<file path="src/logic/usr_pkg.sv">
// Function
// Synchronous reception starts when single-word or continuous receive enable is set
// Received data is sampled on the falling shift clock edge
// Single-word enable receives exactly one word then stops
// Continuous enable receives back to back until cleared
// With both enables set, continuous reception wins
// Finished word moves into the FIFO if room, then receive-complete sets
// Receive request needs its enable; the flag sets regardless
// Receive-complete is read-only and clears when the FIFO reads empty
// Receive data is a two-entry FIFO read out in order
// Word finishing while FIFO is full sets overrun and is lost
// Overrun clears only when continuous receive enable is cleared
// While overrun is set no word enters the FIFO
// Each FIFO read updates the ninth-bit status to the next entry
// Nine-bit option captures a ninth bit shown in the status field
// Software sets up divisor and mode bits with both enables clear
// Slave mode takes the shift clock from the pin
// Shifting continues in sleep since the clock is external
// Two words written: first shifts out, second stays, empty flag clear
// After the first word, the second loads and the empty flag sets
// Empty flag with its enable wakes the core and may vector
// Software sets up slave transmit then enables, loads ninth bit, writes data
// Software selects master with mode bits; the baud generator drives the clock
// Master mode drives the shift clock onto the clock pin
// Baud generator held in reset while all three enables are clear
// Single-word enable clears itself after its word arrives
// Synchronous mode selected by bit 4 of transmit status/control
// Master receive clocks only while enabled, stopping after a single word
// Half duplex: receive enable releases the data pin from the transmitter
package usr_pkg;
    localparam logic [7:0] USR_OFS_INTCTL = 8'h0b;
    localparam logic [7:0] USR_OFS_FLAGS = 8'h0c;
    localparam logic [7:0] USR_OFS_RXSC = 8'h18;
    localparam logic [7:0] USR_OFS_TXBUF = 8'h19;
    localparam logic [7:0] USR_OFS_RXHEAD = 8'h1a;
    localparam logic [7:0] USR_OFS_ENAB = 8'h8c;
    localparam logic [7:0] USR_OFS_TXSC = 8'h98;
    localparam logic [7:0] USR_OFS_BAUD = 8'h99;
    localparam logic [7:0] USR_RST_ZERO = 8'h00;
    localparam logic [7:0] USR_RST_TXSC = 8'h02;
    localparam logic [7:0] USR_WM_FLAGS = 8'h4f;
    localparam logic [7:0] USR_WM_RXSC = 8'hf0;
    localparam logic [7:0] USR_WM_TXSC = 8'hf5;
    localparam logic [7:0] USR_WM_ENAB = 8'h7f;
    localparam int USR_B_GIE = 7;
    localparam int USR_B_PERIPHERAL_INTERRUPT_ENABLE = 6;
    localparam int USR_B_RECEIVE_COMPLETE_FLAG = 5;
    localparam int USR_B_TRANSMIT_BUFFER_EMPTY_FLAG = 4;
    localparam int USR_B_SERIAL_PORT_ENABLE = 7;
    localparam int USR_B_RX9 = 6;
    localparam int USR_B_SINGLE_WORD_RECEIVE_ENABLE = 5;
    localparam int USR_B_CONTINUOUS_RECEIVE_ENABLE = 4;
    localparam int USR_B_CLOCK_SOURCE_MASTER_BIT = 7;
    localparam int USR_B_TX9 = 6;
    localparam int USR_B_TRANSMIT_ENABLE_BIT = 5;
    localparam int USR_B_SYNC = 4;
    localparam int USR_B_TRMT = 1;
    localparam int USR_B_TRANSMIT_NINTH_BIT = 0;
    localparam logic [3:0] USR_BITS_8 = 4'h8;
    localparam logic [3:0] USR_BITS_9 = 4'h9;
    localparam logic [1:0] USR_FIFO_FULL = 2'h2;
    typedef struct packed {
        logic [7:0] addr;
        logic [7:0] wdata;
        logic we;
        logic re;
    } usr_bus_t;
    typedef struct packed {
        logic ck;
        logic dt;
    } usr_pin_in_t;
    typedef struct packed {
        logic ck_o;
        logic ck_oe;
        logic dt_o;
        logic dt_oe;
    } usr_pin_out_t;
    typedef struct packed {
        logic [7:0] intctl;
        logic [7:0] flags_oth;
        logic [7:0] rxsc;
        logic overrun_error_bit;
        logic [7:0] txsc;
        logic [7:0] enab;
        logic [7:0] baud;
        logic [7:0] txbuf;
        logic txbuf_full;
        logic [8:0] transmit_shift_register;
        logic [3:0] tx_cnt;
        logic trmt;
        logic dout;
        logic [7:0] brg_cnt;
        logic sck;
        logic ck_s1;
        logic ck_s2;
        logic ck_s3;
        logic dt_s1;
        logic dt_s2;
        logic [8:0] receive_shift_register;
        logic [3:0] rx_cnt;
        logic [1:0][8:0] fifo;
        logic [1:0] fcnt;
        logic rd_ptr;
        logic [7:0] rdata;
    } usr_st_t;
endpackage : usr_pkg

</file>
<file path="src/logic/usr_top.sv">
// Decided for this implementation: the plain strobed port.
`timescale 1ns/10ps
module usr_top #(
    parameter int RX_DEPTH = 2
) (
    input wire logic clk_sys,
    input wire logic resetn,
    input usr_pkg::usr_bus_t bus,
    output logic [7:0] rdata,
    input wire logic core_sleep,
    output logic wake_request,
    output logic irq_request,
    input usr_pkg::usr_pin_in_t pin_in,
    output usr_pkg::usr_pin_out_t pin_out
);
    import usr_pkg::*;

    // The FIFO pointer logic is one bit wide, so only two entries are served
    if (RX_DEPTH != 2)
    begin : g_depth_check
        $error("usr_top: RX_DEPTH must be 2");
    end

    usr_st_t st_reg;
    usr_st_t st_next;

    function automatic logic [3:0] nbits(input logic nine);
        return nine ? USR_BITS_9 : USR_BITS_8;
    endfunction : nbits

    logic sync_on;
    logic master;
    logic continuous_receive_enable;
    logic single_word_receive_enable;
    logic rx_on;
    logic tx_on;
    logic tx_run;
    logic brg_en;
    logic run;
    logic tick;
    logic rise;
    logic fall;
    logic rx_last;
    logic full;
    logic push;
    logic pop;
    logic receive_complete_flag;
    logic transmit_buffer_empty_flag;
    logic pend;
    logic [8:0] rx_word;
    logic [8:0] head;
    logic tail;

    assign sync_on = st_reg.rxsc[USR_B_SERIAL_PORT_ENABLE] & st_reg.txsc[USR_B_SYNC];
    assign master = st_reg.txsc[USR_B_CLOCK_SOURCE_MASTER_BIT];
    assign continuous_receive_enable = st_reg.rxsc[USR_B_CONTINUOUS_RECEIVE_ENABLE];
    assign single_word_receive_enable = st_reg.rxsc[USR_B_SINGLE_WORD_RECEIVE_ENABLE];
    // Single-word enable means nothing to a slave
    assign rx_on = sync_on & (continuous_receive_enable | (master & single_word_receive_enable));
    assign tx_on = sync_on & st_reg.txsc[USR_B_TRANSMIT_ENABLE_BIT];
    assign tx_run = tx_on & ~rx_on;
    assign brg_en = st_reg.txsc[USR_B_TRANSMIT_ENABLE_BIT] | continuous_receive_enable | single_word_receive_enable;
    assign run = sync_on & master & (rx_on | (tx_run & ~st_reg.trmt));
    assign tick = run & brg_en & (st_reg.brg_cnt == USR_RST_ZERO);
    // Slave edges come from comparing the second and third synchroniser stages
    assign rise = master ? (tick & ~st_reg.sck) : (st_reg.ck_s2 & ~st_reg.ck_s3);
    assign fall = master ? (tick & st_reg.sck) : (~st_reg.ck_s2 & st_reg.ck_s3);
    assign rx_last = rx_on & fall
        & (st_reg.rx_cnt == nbits(st_reg.rxsc[USR_B_RX9]) - 4'h1);
    assign full = (st_reg.fcnt == USR_FIFO_FULL);
    assign push = rx_last & ~st_reg.overrun_error_bit & ~full;
    assign pop = bus.re & (bus.addr == USR_OFS_RXHEAD) & (st_reg.fcnt != 2'h0);
    assign receive_complete_flag = (st_reg.fcnt != 2'h0);
    assign transmit_buffer_empty_flag = ~st_reg.txbuf_full;
    assign head = st_reg.fifo[st_reg.rd_ptr];
    assign tail = st_reg.rd_ptr ^ st_reg.fcnt[0];
    assign pend = (receive_complete_flag & st_reg.enab[USR_B_RECEIVE_COMPLETE_FLAG]) | (transmit_buffer_empty_flag & st_reg.enab[USR_B_TRANSMIT_BUFFER_EMPTY_FLAG]);

    always_comb
    begin
        rx_word = st_reg.receive_shift_register;
        rx_word[st_reg.rx_cnt] = st_reg.dt_s2;
        if (!st_reg.rxsc[USR_B_RX9])
        begin
            rx_word[8] = 1'b0;
        end
    end

    always_comb
    begin
        st_next = st_reg;
        st_next.rdata = USR_RST_ZERO;
        st_next.ck_s1 = pin_in.ck;
        st_next.ck_s2 = st_reg.ck_s1;
        st_next.ck_s3 = st_reg.ck_s2;
        st_next.dt_s1 = pin_in.dt;
        st_next.dt_s2 = st_reg.dt_s1;

        if (bus.we)
        begin
            unique case (bus.addr)
                USR_OFS_INTCTL: st_next.intctl = bus.wdata;
                USR_OFS_FLAGS: st_next.flags_oth = bus.wdata & USR_WM_FLAGS;
                USR_OFS_RXSC:
                begin
                    st_next.rxsc = bus.wdata & USR_WM_RXSC;
                    if (!bus.wdata[USR_B_CONTINUOUS_RECEIVE_ENABLE])
                    begin
                        st_next.overrun_error_bit = 1'b0;
                    end
                end
                USR_OFS_ENAB: st_next.enab = bus.wdata & USR_WM_ENAB;
                USR_OFS_TXSC: st_next.txsc = bus.wdata & USR_WM_TXSC;
                USR_OFS_BAUD: st_next.baud = bus.wdata;
                default: ;
            endcase
        end

        if (bus.re)
        begin
            unique case (bus.addr)
                USR_OFS_INTCTL: st_next.rdata = st_reg.intctl;
                USR_OFS_FLAGS:
                begin
                    st_next.rdata = st_reg.flags_oth;
                    st_next.rdata[USR_B_RECEIVE_COMPLETE_FLAG] = receive_complete_flag;
                    st_next.rdata[USR_B_TRANSMIT_BUFFER_EMPTY_FLAG] = transmit_buffer_empty_flag;
                end
                USR_OFS_RXSC:
                begin
                    // Ninth bit of the head entry, so read this before the data
                    st_next.rdata = st_reg.rxsc;
                    st_next.rdata[1] = st_reg.overrun_error_bit;
                    st_next.rdata[0] = receive_complete_flag & head[8];
                end
                USR_OFS_TXBUF: st_next.rdata = st_reg.txbuf;
                USR_OFS_RXHEAD: st_next.rdata = receive_complete_flag ? head[7:0] : USR_RST_ZERO;
                USR_OFS_ENAB: st_next.rdata = st_reg.enab;
                USR_OFS_TXSC:
                begin
                    st_next.rdata = st_reg.txsc;
                    st_next.rdata[USR_B_TRMT] = st_reg.trmt;
                end
                USR_OFS_BAUD: st_next.rdata = st_reg.baud;
                default: st_next.rdata = USR_RST_ZERO;
            endcase
        end

        if (!brg_en || !run)
        begin
            st_next.brg_cnt = st_reg.baud;
            st_next.sck = 1'b0;
        end
        else if (tick)
        begin
            st_next.brg_cnt = st_reg.baud;
            st_next.sck = ~st_reg.sck;
        end
        else
        begin
            st_next.brg_cnt = st_reg.brg_cnt - 8'h01;
        end

        // Runs on any clock edge source, so it keeps going while the core sleeps
        if (!rx_on)
        begin
            st_next.rx_cnt = 4'h0;
        end
        else if (fall)
        begin
            st_next.receive_shift_register = rx_word;
            st_next.rx_cnt = rx_last ? 4'h0 : st_reg.rx_cnt + 4'h1;
        end
        // Set wins over a clearing write in the same cycle
        if (rx_last && full)
        begin
            st_next.overrun_error_bit = 1'b1;
        end
        if (rx_last && master && !continuous_receive_enable)
        begin
            st_next.rxsc[USR_B_SINGLE_WORD_RECEIVE_ENABLE] = 1'b0;
        end

        if (push)
        begin
            // Tail slot, whether or not the head is popped in the same cycle
            st_next.fifo[tail] = rx_word;
        end
        if (pop)
        begin
            st_next.rd_ptr = ~st_reg.rd_ptr;
        end
        if (push && !pop)
        begin
            st_next.fcnt = st_reg.fcnt + 2'h1;
        end
        else if (pop && !push)
        begin
            st_next.fcnt = st_reg.fcnt - 2'h1;
        end

        // Clearing the transmit enable resets the transmitter; a receive only parks it
        if (!tx_on)
        begin
            st_next.trmt = 1'b1;
            st_next.tx_cnt = 4'h0;
        end
        else if (st_reg.trmt && st_reg.txbuf_full)
        begin
            st_next.transmit_shift_register = {st_reg.txsc[USR_B_TRANSMIT_NINTH_BIT], st_reg.txbuf};
            st_next.trmt = 1'b0;
            st_next.txbuf_full = 1'b0;
            st_next.tx_cnt = 4'h0;
        end
        else if (!st_reg.trmt && tx_run)
        begin
            if (rise && st_reg.tx_cnt != nbits(st_reg.txsc[USR_B_TX9]))
            begin
                st_next.dout = st_reg.transmit_shift_register[st_reg.tx_cnt];
                st_next.tx_cnt = st_reg.tx_cnt + 4'h1;
            end
            else if (fall && st_reg.tx_cnt == nbits(st_reg.txsc[USR_B_TX9]))
            begin
                st_next.trmt = 1'b1;
            end
        end
        // Written after the load so a same-cycle write is never lost
        if (bus.we && bus.addr == USR_OFS_TXBUF)
        begin
            st_next.txbuf = bus.wdata;
            st_next.txbuf_full = 1'b1;
        end
    end

    always_ff @(posedge clk_sys or negedge resetn)
    begin
        if (!resetn)
        begin
            st_reg <= '0;
            st_reg.txsc <= USR_RST_TXSC;
            st_reg.trmt <= 1'b1;
        end
        else
        begin
            st_reg <= st_next;
        end
    end

    assign rdata = st_reg.rdata;
    assign pin_out.ck_o = st_reg.sck;
    assign pin_out.ck_oe = sync_on & master;
    assign pin_out.dt_o = st_reg.dout;
    assign pin_out.dt_oe = tx_run;
    assign wake_request = core_sleep & pend;
    assign irq_request = st_reg.intctl[USR_B_GIE] & st_reg.intctl[USR_B_PERIPHERAL_INTERRUPT_ENABLE] & pend;

    a_fifo_bound: assert property (@(posedge clk_sys) disable iff (!resetn)
        st_reg.fcnt <= USR_FIFO_FULL)
        else $error("receive FIFO count above two");

    a_overrun_error_bit_blocks_fill: assert property (@(posedge clk_sys) disable iff (!resetn)
        st_reg.overrun_error_bit |=> st_reg.fcnt <= $past(st_reg.fcnt))
        else $error("FIFO filled while overrun set");

    // A read in the overrun cycle still takes its entry out
    a_overrun_set: assert property (@(posedge clk_sys) disable iff (!resetn)
        (rx_last && full) |=> st_reg.overrun_error_bit
        && st_reg.fcnt == USR_FIFO_FULL - {1'b0, $past(pop)})
        else $error("overrun not flagged on full FIFO");

    a_push_sets_flag: assert property (@(posedge clk_sys) disable iff (!resetn)
        push |=> receive_complete_flag ##0 st_reg.fcnt >= 2'h1)
        else $error("receive-complete not set after transfer");

    a_flag_falls_read: assert property (@(posedge clk_sys) disable iff (!resetn)
        $fell(receive_complete_flag) |-> $past(pop))
        else $error("receive-complete cleared without a read");

    a_read_head: assert property (@(posedge clk_sys) disable iff (!resetn)
        pop |=> rdata == $past(head[7:0]))
        else $error("FIFO read returned wrong entry");

    a_single_stops: assert property (@(posedge clk_sys) disable iff (!resetn)
        (rx_last && master && !continuous_receive_enable) |=> !single_word_receive_enable ##1 !st_reg.sck)
        else $error("single-word enable not cleared");

    a_continuous_receive_enable_clears_overrun_error_bit: assert property (@(posedge clk_sys) disable iff (!resetn)
        (bus.we && bus.addr == USR_OFS_RXSC && !bus.wdata[USR_B_CONTINUOUS_RECEIVE_ENABLE] && !rx_last)
        |=> !st_reg.overrun_error_bit)
        else $error("overrun survived clearing continuous enable");

    a_half_duplex: assert property (@(posedge clk_sys) disable iff (!resetn)
        rx_on |-> !pin_out.dt_oe)
        else $error("data pin driven during reception");

    a_tx_reset: assert property (@(posedge clk_sys) disable iff (!resetn)
        !tx_on |=> st_reg.trmt && st_reg.tx_cnt == 4'h0)
        else $error("transmitter not reset when disabled");

    a_second_loads: assert property (@(posedge clk_sys) disable iff (!resetn)
        (tx_on && st_reg.trmt && st_reg.txbuf_full && !bus.we)
        |=> !st_reg.trmt && transmit_buffer_empty_flag)
        else $error("buffered word did not move to shift register");

    a_brg_held: assert property (@(posedge clk_sys) disable iff (!resetn)
        !brg_en |=> !st_reg.sck && st_reg.brg_cnt == $past(st_reg.baud))
        else $error("baud generator ran with all enables clear");

    a_rdata_idle: assert property (@(posedge clk_sys) disable iff (!resetn)
        !bus.re |=> rdata == USR_RST_ZERO)
        else $error("read data stood beyond its cycle");

    a_slave_no_clock: assert property (@(posedge clk_sys) disable iff (!resetn)
        !master |-> !pin_out.ck_oe)
        else $error("clock pin driven in slave mode");

    a_sck_idle: assert property (@(posedge clk_sys) disable iff (!resetn)
        !run |=> !st_reg.sck)
        else $error("shift clock left high while stopped");

    a_txbuf_waits: assert property (@(posedge clk_sys) disable iff (!resetn)
        (st_reg.txbuf_full && !st_reg.trmt) |=> st_reg.txbuf_full)
        else $error("buffered word left while shifter busy");

    a_continuous_keeps: assert property (@(posedge clk_sys) disable iff (!resetn)
        (rx_last && continuous_receive_enable && !bus.we) |=> rx_on)
        else $error("continuous reception stopped after a word");

    a_push_in_order: assert property (@(posedge clk_sys) disable iff (!resetn)
        push |=> st_reg.fifo[$past(tail)] == $past(rx_word))
        else $error("received word not stored at FIFO tail");

    a_ninth_zero: assert property (@(posedge clk_sys) disable iff (!resetn)
        (push && !st_reg.rxsc[USR_B_RX9]) |-> !rx_word[8])
        else $error("ninth bit stored with nine-bit option off");

    a_overrun_error_bit_sticky: assert property (@(posedge clk_sys) disable iff (!resetn)
        (st_reg.overrun_error_bit && !(bus.we && bus.addr == USR_OFS_RXSC && !bus.wdata[USR_B_CONTINUOUS_RECEIVE_ENABLE]))
        |=> st_reg.overrun_error_bit)
        else $error("overrun cleared without clearing continuous enable");

    a_flag_write_ignored: assert property (@(posedge clk_sys) disable iff (!resetn)
        (bus.we && bus.addr == USR_OFS_FLAGS && !push && !pop) |=> receive_complete_flag == $past(receive_complete_flag))
        else $error("receive-complete changed by a write");

    a_rx_count_idle: assert property (@(posedge clk_sys) disable iff (!resetn)
        !rx_on |=> st_reg.rx_cnt == 4'h0)
        else $error("receive bit count moved while disabled");
endmodule : usr_top

</file>
<file path="config.mk">
export PLATFORM = sky130hd
export DESIGN_NAME = usr_top
export DESIGN_NICKNAME = d
export VERILOG_FILES = /design/src/logic/usr_pkg.sv /design/src/logic/usr_top.sv
export SDC_FILE = /design/constraint.sdc
export NUM_CORES = 1
export LEC_CHECK = 0
export ABC_CLOCK_PERIOD_IN_PS = 8300
export BUFFER_PORTS_ARGS = -buffer_cell sky130_fd_sc_hd__buf_2
export CORE_MARGIN = 4
export CORE_UTILIZATION = 48
export DETAILED_ROUTE_END_ITERATION = 8
export PLACE_DENSITY_LB_ADDON = 0.12
export SYNTH_ARGS = -nofsm -noshare
export SYNTH_HDL_FRONTEND = slang
export SYNTH_SLANG_ARGS = --single-unit
</file>
<file path="constraint.sdc">
create_clock -name clk_sys -period 8.3 [get_ports clk_sys]
set_input_delay 0.415 -clock clk_sys [delete_from_list [all_inputs] [get_ports clk_sys]]
set_output_delay 0.415 -clock clk_sys [all_outputs]
set_load 0.01 [all_outputs]
</file>
== Yosys cells after proc, flatten, opt, wreduce, memory -nomap -nowiden ==
Cells that the tools add are included.

* Add/subtract/negate cells: 6
* Multipliers: 0
* Divide/modulo/power cells: 0
* $lt $le $gt $ge: 6
* Eq/ne operators: 18
* Shift operators: 0
* Mux-type cells: 44
* Bitwise operators: 42
* Reductions and logical operators: 43

{| class="wikitable"
|+ Operator list
! operator !! count
|-
| 8-bit case mux with 8 select lines || 1
|-
| 8-bit two-way mux || 5
|-
| 9-bit two-way mux || 4
|-
| 31-bit two-way mux || 1
|-
| 1-bit bitwise AND || 26
|-
| 8-bit by 5-bit == test with 1-bit output (second input constant) || 3
|-
| 8-bit == test (second input constant) || 3
|-
| 2-bit AND reduction || 11
|-
| 10-bit two-way mux || 2
|-
| 18-bit bitwise mux || 1
|-
| 2-bit nonzero test || 9
|-
| 8-bit by 4-bit == test with 1-bit output (second input constant) || 2
|-
| 4-bit two-way mux || 4
|-
| 1-bit two-way mux || 15
|-
| 7-bit two-way mux || 2
|-
| 1-bit logical AND || 12
|-
| 4-bit by 5-bit < comparator with 1-bit output (second input constant) || 2
|-
| 5-bit two-way mux || 2
|-
| 1-bit inverter || 10
|-
| 9-bit bitwise mux || 1
|-
| 9-bit demux with 1-bit select || 1
|-
| 3-bit by 1-bit != test with 1-bit output (second input constant) || 3
|-
| 4-bit by 1-bit adder with 4-bit output (second input constant) || 2
|-
| 4-bit == test || 2
|-
| other kinds (22) || 35
|}

* Bits in registers: 120
* Latch bits: 0
* RAM bits: 0
* ROM bits: 0
* Bits of input ports: 23
* Word-level logic and storage cells: 187
* Memories: 0

== Logic depth before layout (Yosys ltp) ==
Gate-level depths: netlist of the first run.

* Depth after elaboration: 20
* Gate-level depth with buffers: 11
* Depth with buffers taken out: 10

== Worst setup path after synthesis of the first run ==
Ideal clock, no wire load.

* Path type: register to register
* Start: reg st_reg[48] (netlist name)
* End: reg st_reg[10] (netlist name)
* Setup time: 0.125 ns
* Arrival time: 2.649 ns
* Slack: 5.526 ns
* Stages on the path, launching flop included: 12
* Path buffers: 1
* Clock period less this slack: 2.774 ns
* Path through: dfrtp_1 -> inv_1 -> ha_1 -> or4b_4 -> a2111oi_4 -> o21bai_1 -> clkbuf_1 -> nor4b_1 -> ha_1 -> xor2_1 -> nor2_1 -> xor2_1

* Word-level cells in the longest chain between the ends: 11
* Elaborated cells between the ends (all ways): 13

{| class="wikitable"
|+ Ends and longest elaborated chain
! item !! RTL line !! RTL
|-
| start: declaration || usr_top.sv:24 || <nowiki>usr_st_t st_reg;</nowiki>
|-
| start signal: assignment || usr_top.sv:245 || <nowiki>st_reg <= st_next;</nowiki>
|-
| 8-bit logical NOT * || usr_top.sv:64 || <nowiki>assign tick = run & brg_en & (st_reg.brg_cnt == USR_RST_ZERO);</nowiki>
|-
| 1-bit bitwise AND * || usr_top.sv:64 ||
|-
| 1-bit bitwise AND * || usr_top.sv:67 || <nowiki>assign fall = master ? (tick & st_reg.sck) : (~st_reg.ck_s2 & st_reg.ck_s3);</nowiki>
|-
| 1-bit two-way mux * || usr_top.sv:67 ||
|-
| 1-bit bitwise AND * || usr_top.sv:68 || <nowiki>assign rx_last = rx_on & fall</nowiki>
|-
| 1-bit bitwise AND * || usr_top.sv:69 || <nowiki>& (st_reg.rx_cnt == nbits(st_reg.rxsc[USR_B_RX9]) - 4'h1);</nowiki>
|-
| 1-bit bitwise AND * (2 in a row) || usr_top.sv:71 || <nowiki>assign push = rx_last & ~st_reg.overrun_error_bit & ~full;</nowiki>
|-
| 1-bit logical NOT || usr_top.sv:197 || <nowiki>else if (pop && !push)</nowiki>
|-
| 1-bit logical AND || usr_top.sv:197 ||
|-
| 2-bit nonzero test (no line) || -- ||
|}

Mark *: on every way between the ends. The rest lies on a longest branch, timed or not.
A chain may end at the register's enable or synchronous reset.

== Worst setup path after layout of the first run ==
Ends and elaborated chain as after synthesis.

==> results of run 1 <==
==> worst register-to-register path: cells and delay by family (launching register included) <==
family,cells,cell delay (ns)
flip-flops,1,0.38
AND/OR/NAND/NOR,3,1.01
XOR/XNOR,1,0.16
adder cells (fa/ha/maj),2,0.56
AO/OA/AOI/OAI,2,0.54
buffers and inverters,2,0.31
==> metal layers <==
metal / global-route usage / vias to the layer above
li1: - / 1894
met5: 0 / -
met3: 0.05382 / 21
met4: 0.07546 / 0
met1: 0.2914 / 1977
met2: 0.3029 / 74
==> Yosys cell counts (3+ instances only) <==
master	instances	area (um^2)
clkbuf_1	16	60.06
mux2i_1	11	110.1
o21ai_0	37	185.2
nor3_1	6	30.03
nor2_1	18	67.56
a32oi_1	3	26.28
mux4_2	3	67.56
and2_1	4	25.02
inv_1	7	26.28
a22o_1	8	70.07
nor2b_1	6	37.54
xnor2_1	4	35.03
dfrtp_1	118	2953
ha_1	7	87.58
nand3_1	9	45.04
and3_1	7	43.79
buf_4	11	82.58
nand2b_1	4	25.02
xor2_1	7	61.31
a22oi_1	8	60.06
a31oi_1	5	31.28
a21oi_1	20	100.1
nand4_1	4	25.02
nand2_1	57	214.0
mux2_2	76	855.8
buf_2	3	15.01
==> how the worst max path moves through the flow <==
stage | depth (start not counted) | to | slack, ns
6_report | 10 | st_reg[10] | 5.27
5_1_grt | 11 | st_reg[10] | 5.04
3_3_place_gp | 11 | st_reg[10] | 5.44
3_5_place_dp | 10 | st_reg[10] | 5.29
2_1_floorplan | 11 | st_reg[10] | 5.53
4_1_cts | 10 | st_reg[10] | 5.27
==> final cells by class <==
type | instances | area (um^2)
fillers | 1007 | 5055
flip-flops and latches | 119 | 2979
multi-input cells | 350 | 2616
clock buffers | 21 | 460.4
repair buffers | 41 | 220.2
well taps | 143 | 178.9
clock inverters | 8 | 77.57
inverters | 7 | 26.28
==> logic make-up (layout without fill, tap and decap cells) <==
family / after synthesis / after routing / share of synthesized area
DFF: 119 / 119 / 0.5155
adders and majority gates: 7 / 7 / 0.01515
and+or+nand+nor: 143 / 143 / 0.1316
AOI/OAI and AO/OA: 99 / 99 / 0.1104
xor gates and xnor gates: 11 / 11 / 0.01667
muxes: 90 / 90 / 0.1788
buffers and inverters: 37 / 77 / 0.03183
==> power groups by stage <==
stage / Combinational, W / Clock (W) / Sequential, W
after floorplan: 0.0000397 / 0 / 0.000612
after global placement: 0.0000672 / 0 / 0.000616
after detailed placement: 0.0000684 / 0 / 0.000617
after CTS: 0.0000689 / 0.000687 / 0.000607
after global routing: 0.0000757 / 0.000716 / 0.000609
final: 0.0000678 / 0.000672 / 0.000608
==> through the flow <==
step	hold WS, ns	worst slack (ns)	cell area, um^2	total power (W)	utilization
after floorplan	0.1194	5.526	5779	0.0006514	-
after global placement	0.3443	5.441	6021	0.0006836	0.5184
after detailed placement	0.3363	5.291	6021	0.0006855	0.5184
after CTS	0.08501	5.269	6559	0.001363	0.5647
after global routing	0.09218	5.038	6559	0.001401	0.5647
final	0.1023	5.267	6559	0.001348	0.5647
==> impl_results.md, run 1 <==
* Status: complete, no violations
* Commonest non-fill, non-tap cell in the layout: dfrtp_1
* Critical path data arrival time at ~3.4 ns
* Initial Util at 0.4976
* Register area share after synthesis at 0.5155
* Warnings from Yosys at 0
* Post-CTS Setup Bufs at 0
* Met2 wire len at roughly 6000 um
* Worst-skew pair later-pin latency at 0.42 ns
* Reg-to-reg startpoint: st_reg[48]
* Synth Register Bits at between 100 and 150
* Vias/cell at 5.756
* Sw Share at 0.2258
* Uppermost layer routed: met4
* CP Launch Type: register
* Drt wl/cell at approximately 20 um
* Inserted Clock Buffers at 17
* Switch Pwr at between 0.0003 and 0.0004 W
* CP cell instances: inv_1 -> ha_1 -> or4b_4 -> a2111oi_4 -> o21bai_1 -> buf_4 -> nor4b_1 -> ha_1 -> nor2_1 -> xor2_1
* Max-Cap Viols at 0
* Post-CTS sizing at 0
* Core Region at 0.01161 mm^2
* TritonRoute pass-1 iters at 4
* Hold Buf Count CTS at 0
* Clock slew at reported path FFs at 0.05 ns
* Worst setup path start: st_reg[48]
* Setup Viol. Count Final at 0
* Reg2reg path depth at 10
* Seq pwr share at 0.451
* Ys flop type: dfrtp_1
* Die Height at about 120 um
* Final Hold Viols at 0
* Relative slew slack at 0.4326
* Minimum clock period at roughly 3.0 ns
* # rows at 39
* Port Buffers at 36
* Max Slew Vio Count at 0
* CP dominant cell by count: ha_1
* Final ANT Viol Nets at 0
* Syn nets at 536
* DRT iter0 DRCs at between 150 and 200
* Die Area at 0.01386 mm^2
* Gate Count Post-Synth at slightly above 500
* Pint at around 0.0010 W
* Hold Path Class: input port to asynchronous set/reset pin
* CTS H-tree depth at 4
* Routed Wire Length at ~14,000 um
* Syn Area/Cell at around 11 um^2
* Clock network fraction of design power at 0.499
* Synth unique cells at 63
* Antenna violations before repair at 0
* Setup TNS at 0 ns
* Crit end category: register
* Top delay family on crit path: simple AND/OR/NAND/NOR gates
* Minimum setup slack among reg-to-reg paths at between 5 and 6 ns
* Vias in the first global route at 4,043
* Met1 Wirelength at 6773 um
* I/O pin count at 37
* GPL Wtd Cong at around 0.8
* Layout cells sized above 1 at 0.2930
* Setup CP Type: register to register
* Highest Clock Rate at 329.7 MHz
* Synth-to-Final Area Change at 13.49%
* CTS Buffer Depth at 2
* DIE WIDTH at between 100 and 150 um
* Cell Count, Final, Fillers Out at between 600 and 700
* Total gr overflow at 0
* GRT Util Overall at 0.2051
* PD cells at between 200 and 250 mW/mm^2
* CTS tree: yes
* Worst-path maximum fanout at 21
* Largest net degree at the start of global routing at 64
* Worst EP required at 8.63 ns
* Logic pwr share at 0.050
* Worst path slowest cell: or4b_4
* Worst path max stage delay at 0.51 ns
* Drt drc at 0
* Placed Instances at 660
* Largest register FFs at slightly above 100
* Post-synth EDFFs at 0
* Clk root buf: clkbuf_16
* Least-Margin Pin Slew at around 0.85 ns
* First-pass GRT wire length at roughly 22,000 um
* DPL Wire Length at ~9600 um
* RSZ-0062 raised after global routing: no
* Worst Path Buf+Inv at 2
* Antenna diodes at 0
* Most frequent cells in the layout: dfrtp_1, mux2_2, nand2_1
* Metal3 WL at 449 um
* Clock sink count at around 120
* Reg2Reg Capture Point: st_reg[10]
* VDD IR max at 0.1427 mV
* Total number of vias at between 3,000 and 4,000
* Mapped Area at 0.005779 mm^2
* P_leak at ~3.2 nW
* Post-Route Skew at between 0.01 and 0.015 ns
* Synth async-reset ratio at 1.000
* Fin nets at between 500 and 600
* Fin crit share at 0.3654
(Power assumes the default switching activity.)
==> run 2, diff against run 1 <==
- ABC_CLOCK_PERIOD_IN_PS: 8300 -> 2800
- clock period: 8.3 -> 2.8 ns (I/O delays scaled with it)
==> impl_results.md, run 2 (synthesis results as in run 1) <==
* Status: complete, no violations
* Placed Instances at 668 (+1.2%)
* Max-Cap Viols at 0 (unchanged)
* Fin nets at 577 (+1.9%)
* CTS Buffer Depth at 2 (unchanged)
* Layout cells sized above 1 at 0.3125 (+0.01946)
* Minimum clock period at 2.652 ns (-0.3815 ns)
* Crit end category: register
* Worst-path maximum fanout at 4 (-81%)
* Final Hold Viols at 0 (unchanged)
* Largest register FFs at 103 (unchanged)
* TritonRoute pass-1 iters at 4 (unchanged)
* Reg2reg path depth at 10 (unchanged)
* Vias in the first global route at 4,204 (+4.0%)
* Post-Route Skew at 0.02217 ns (+0.01196 ns)
* CP Launch Type: register
* Die Height at 117.7 um (unchanged)
* Worst-skew pair later-pin latency at 0.43 ns (about the same)
* CTS H-tree depth at 4 (unchanged)
* Drt wl/cell at 19.19 um (-2.7%)
* CTS tree: yes
* VDD IR max at 0.5494 mV (+290%)
* Worst path max stage delay at 0.49 ns (-0.02 ns)
* Antenna diodes at 0 (unchanged)
* Clk root buf: clkbuf_16
* Final ANT Viol Nets at 0 (unchanged)
* Initial Util at 0.4976 (unchanged)
* Port Buffers at 36 (unchanged)
* First-pass GRT wire length at 22,220 um (+0.88%)
* Die Area at 0.01386 mm^2 (unchanged)
* Vias/cell at 5.738 (-0.31%)
* Total chip power at 0.004180 W (+210%)
* Total number of vias at 4,034 (+1.7%)
* Design area at 0.006731 mm^2 (+2.6%)
* GRT Util Overall at 0.2058 (+0.0006675)
* Most frequent cells in the layout: dfrtp_1, mux2_2, nand2_1
* P_leak at 3.250 nW (+2.7%)
* Total gr overflow at 0 (unchanged)
* Largest net degree at the start of global routing at 56 (-13%)
* # rows at 39 (unchanged)
* Least-Margin Pin Slew at 0.8049 ns (-0.04449 ns)
* Worst Path Buf+Inv at 1 (-1)
* Antenna violations before repair at 0 (unchanged)
* Fin crit share at 0.9470 (+0.5816)
* Hold path endpoint: st_reg[124]
* CP cell instances: inv_1 -> ha_2 -> or4b_4 -> a2111oi_4 -> o21bai_1 -> nor4b_2 -> ha_1 -> xor2_1 -> nor2_1 -> xor2_1
* I/O pin count at 37 (unchanged)
* Clock slew at reported path FFs at 0.06 ns (about the same)
* DRT iter0 DRCs at 311 (+64%)
* Reg-to-reg startpoint: st_reg[48]
* Setup Viol. Count Final at 0 (unchanged)
* Setup CP Type: register to register
* Hold Path Class: input port to register
* Cell Count, Final, Fillers Out at 703 (+2.0%)
* Clock sink count at 119 (unchanged)
* DIE WIDTH at 117.7 um (unchanged)
* Reg2Reg Capture Point: st_reg[10]
* Worst path slowest cell: or4b_4
* Hold_sp: bus[5]
* DPL Wire Length at 9543 um (-0.85%)
* Drt drc at 0 (unchanged)
* GPL Wtd Cong at 0.7966 (-1.9%)
* Critical path data arrival time at 2.97 ns (-0.39 ns)
* Top delay family on crit path: simple AND/OR/NAND/NOR gates
* Worst EP required at 3.11 ns (-5.52 ns)
* CP dominant cell by count: xor2_1
* Relative slew slack at 0.4614 (+0.02884)
* Inserted Clock Buffers at 17 (unchanged)
* Worst Hold Depth at 2
* Highest Clock Rate at 377.1 MHz (+14%)
* Core Region at 0.01161 mm^2 (unchanged)
* Dpl cell area at 0.006093 mm^2 (+1.2%)
* Routed Wire Length at 13,490 um (-0.70%)
* Max Slew Vio Count at 0 (unchanged)
* Synth-to-Final Area Change at 16.48%
* Commonest non-fill, non-tap cell in the layout: dfrtp_1
* Post-CTS Setup Bufs at 0 (unchanged)
* PD cells at 621.0 mW/mm^2 (+200%)
* Critical Path Stages at 10 (unchanged)
* Minimum setup slack among reg-to-reg paths at 0.15 ns (-5.12 ns)
## run 2: cell count changes in the layout (fill, tap and decap cells not counted), sizes merged
cell         previous run  this run
clkinv                  5         7
bufinv                  1         2
buf                    41        49
clkbuf                 21        19
inv                     7         9
dlygate4sd3             0         3
## run 2: worst max path at each step
stage	startpoint	to	slack [ns]
6_report	st_reg[48]	st_reg[10]	0.15
5_1_grt	st_reg[48]	st_reg[10]	-0.003
4_1_cts	st_reg[48]	st_reg[10]	0.08
3_5_place_dp	st_reg[48]	st_reg[10]	0.11
3_3_place_gp	st_reg[48]	st_reg[10]	0.19
2_1_floorplan	st_reg[48]	st_reg[10]	0.03
## run 2: area by class of cell
class                      count  area [um^2]
clock buffer                  19        452.9
clock inverter                13        146.4
fill                         961         4882
inverter                       7        26.28
multi-input combinational    350         2625
sequential                   119         2979
tap                          143        178.9
timing repair buffer          52        322.8
## run 2: power by group
part / internal, W / leakage [nW] / switching (W)
clock network: 0.00136 / 0.290 / 0.000810
registers: 0.00176 / 1.63 / 0.0000379
logic: 0.0000914 / 1.33 / 0.000118
total: 0.00321 / 3.25 / 0.000965
## run 2: what timing repair did
action / 4_1_cts / 5_1_grt
endpoints found under the hold margin: 54 / 0
resized for setup: 0 / 2
setup endpoints to repair: 0 / 1
hold buffers: 3 / 0
## run 2: per-layer routing
layer / vias up / wire length, um / GRT usage / share of wire
met2: 96 / 6269 / 0.3079 / 0.46
met3: 19 / 704 / 0.05430 / 0.052
met4: 0 / 206 / 0.07839 / 0.015
li1: 1916 / - / - / -
met5: - / 0 / 0 / 0
met1: 2003 / 6315 / 0.2878 / 0.47
## run 2: worst reg2reg max path, stage by stage, from the launching register on
cell and delay (ns):
dfrtp_1 0.37, inv_1 0.09, ha_2 0.23, or4b_4 0.49, a2111oi_4 0.36, o21bai_1 0.14, nor4b_2 0.30, ha_1 0.20
xor2_1 0.16, nor2_1 0.06, xor2_1 0.13
## run 2: stage by stage
step | hold slack, ns | TNS (ns) | setup WS (ns) | util
2_1_floorplan | -0.1556 | 0 | 0.02605 | -
3_3_place_gp | 0.2487 | 0 | 0.1900 | 0.5247
3_5_place_dp | 0.2493 | 0 | 0.1091 | 0.5247
4_1_cts | 0.03066 | 0 | 0.08061 | 0.5789
5_1_grt | 0.04195 | -0.002591 | -0.002591 | 0.5796
6_report | 0.02549 | 0 | 0.1483 | 0.5796
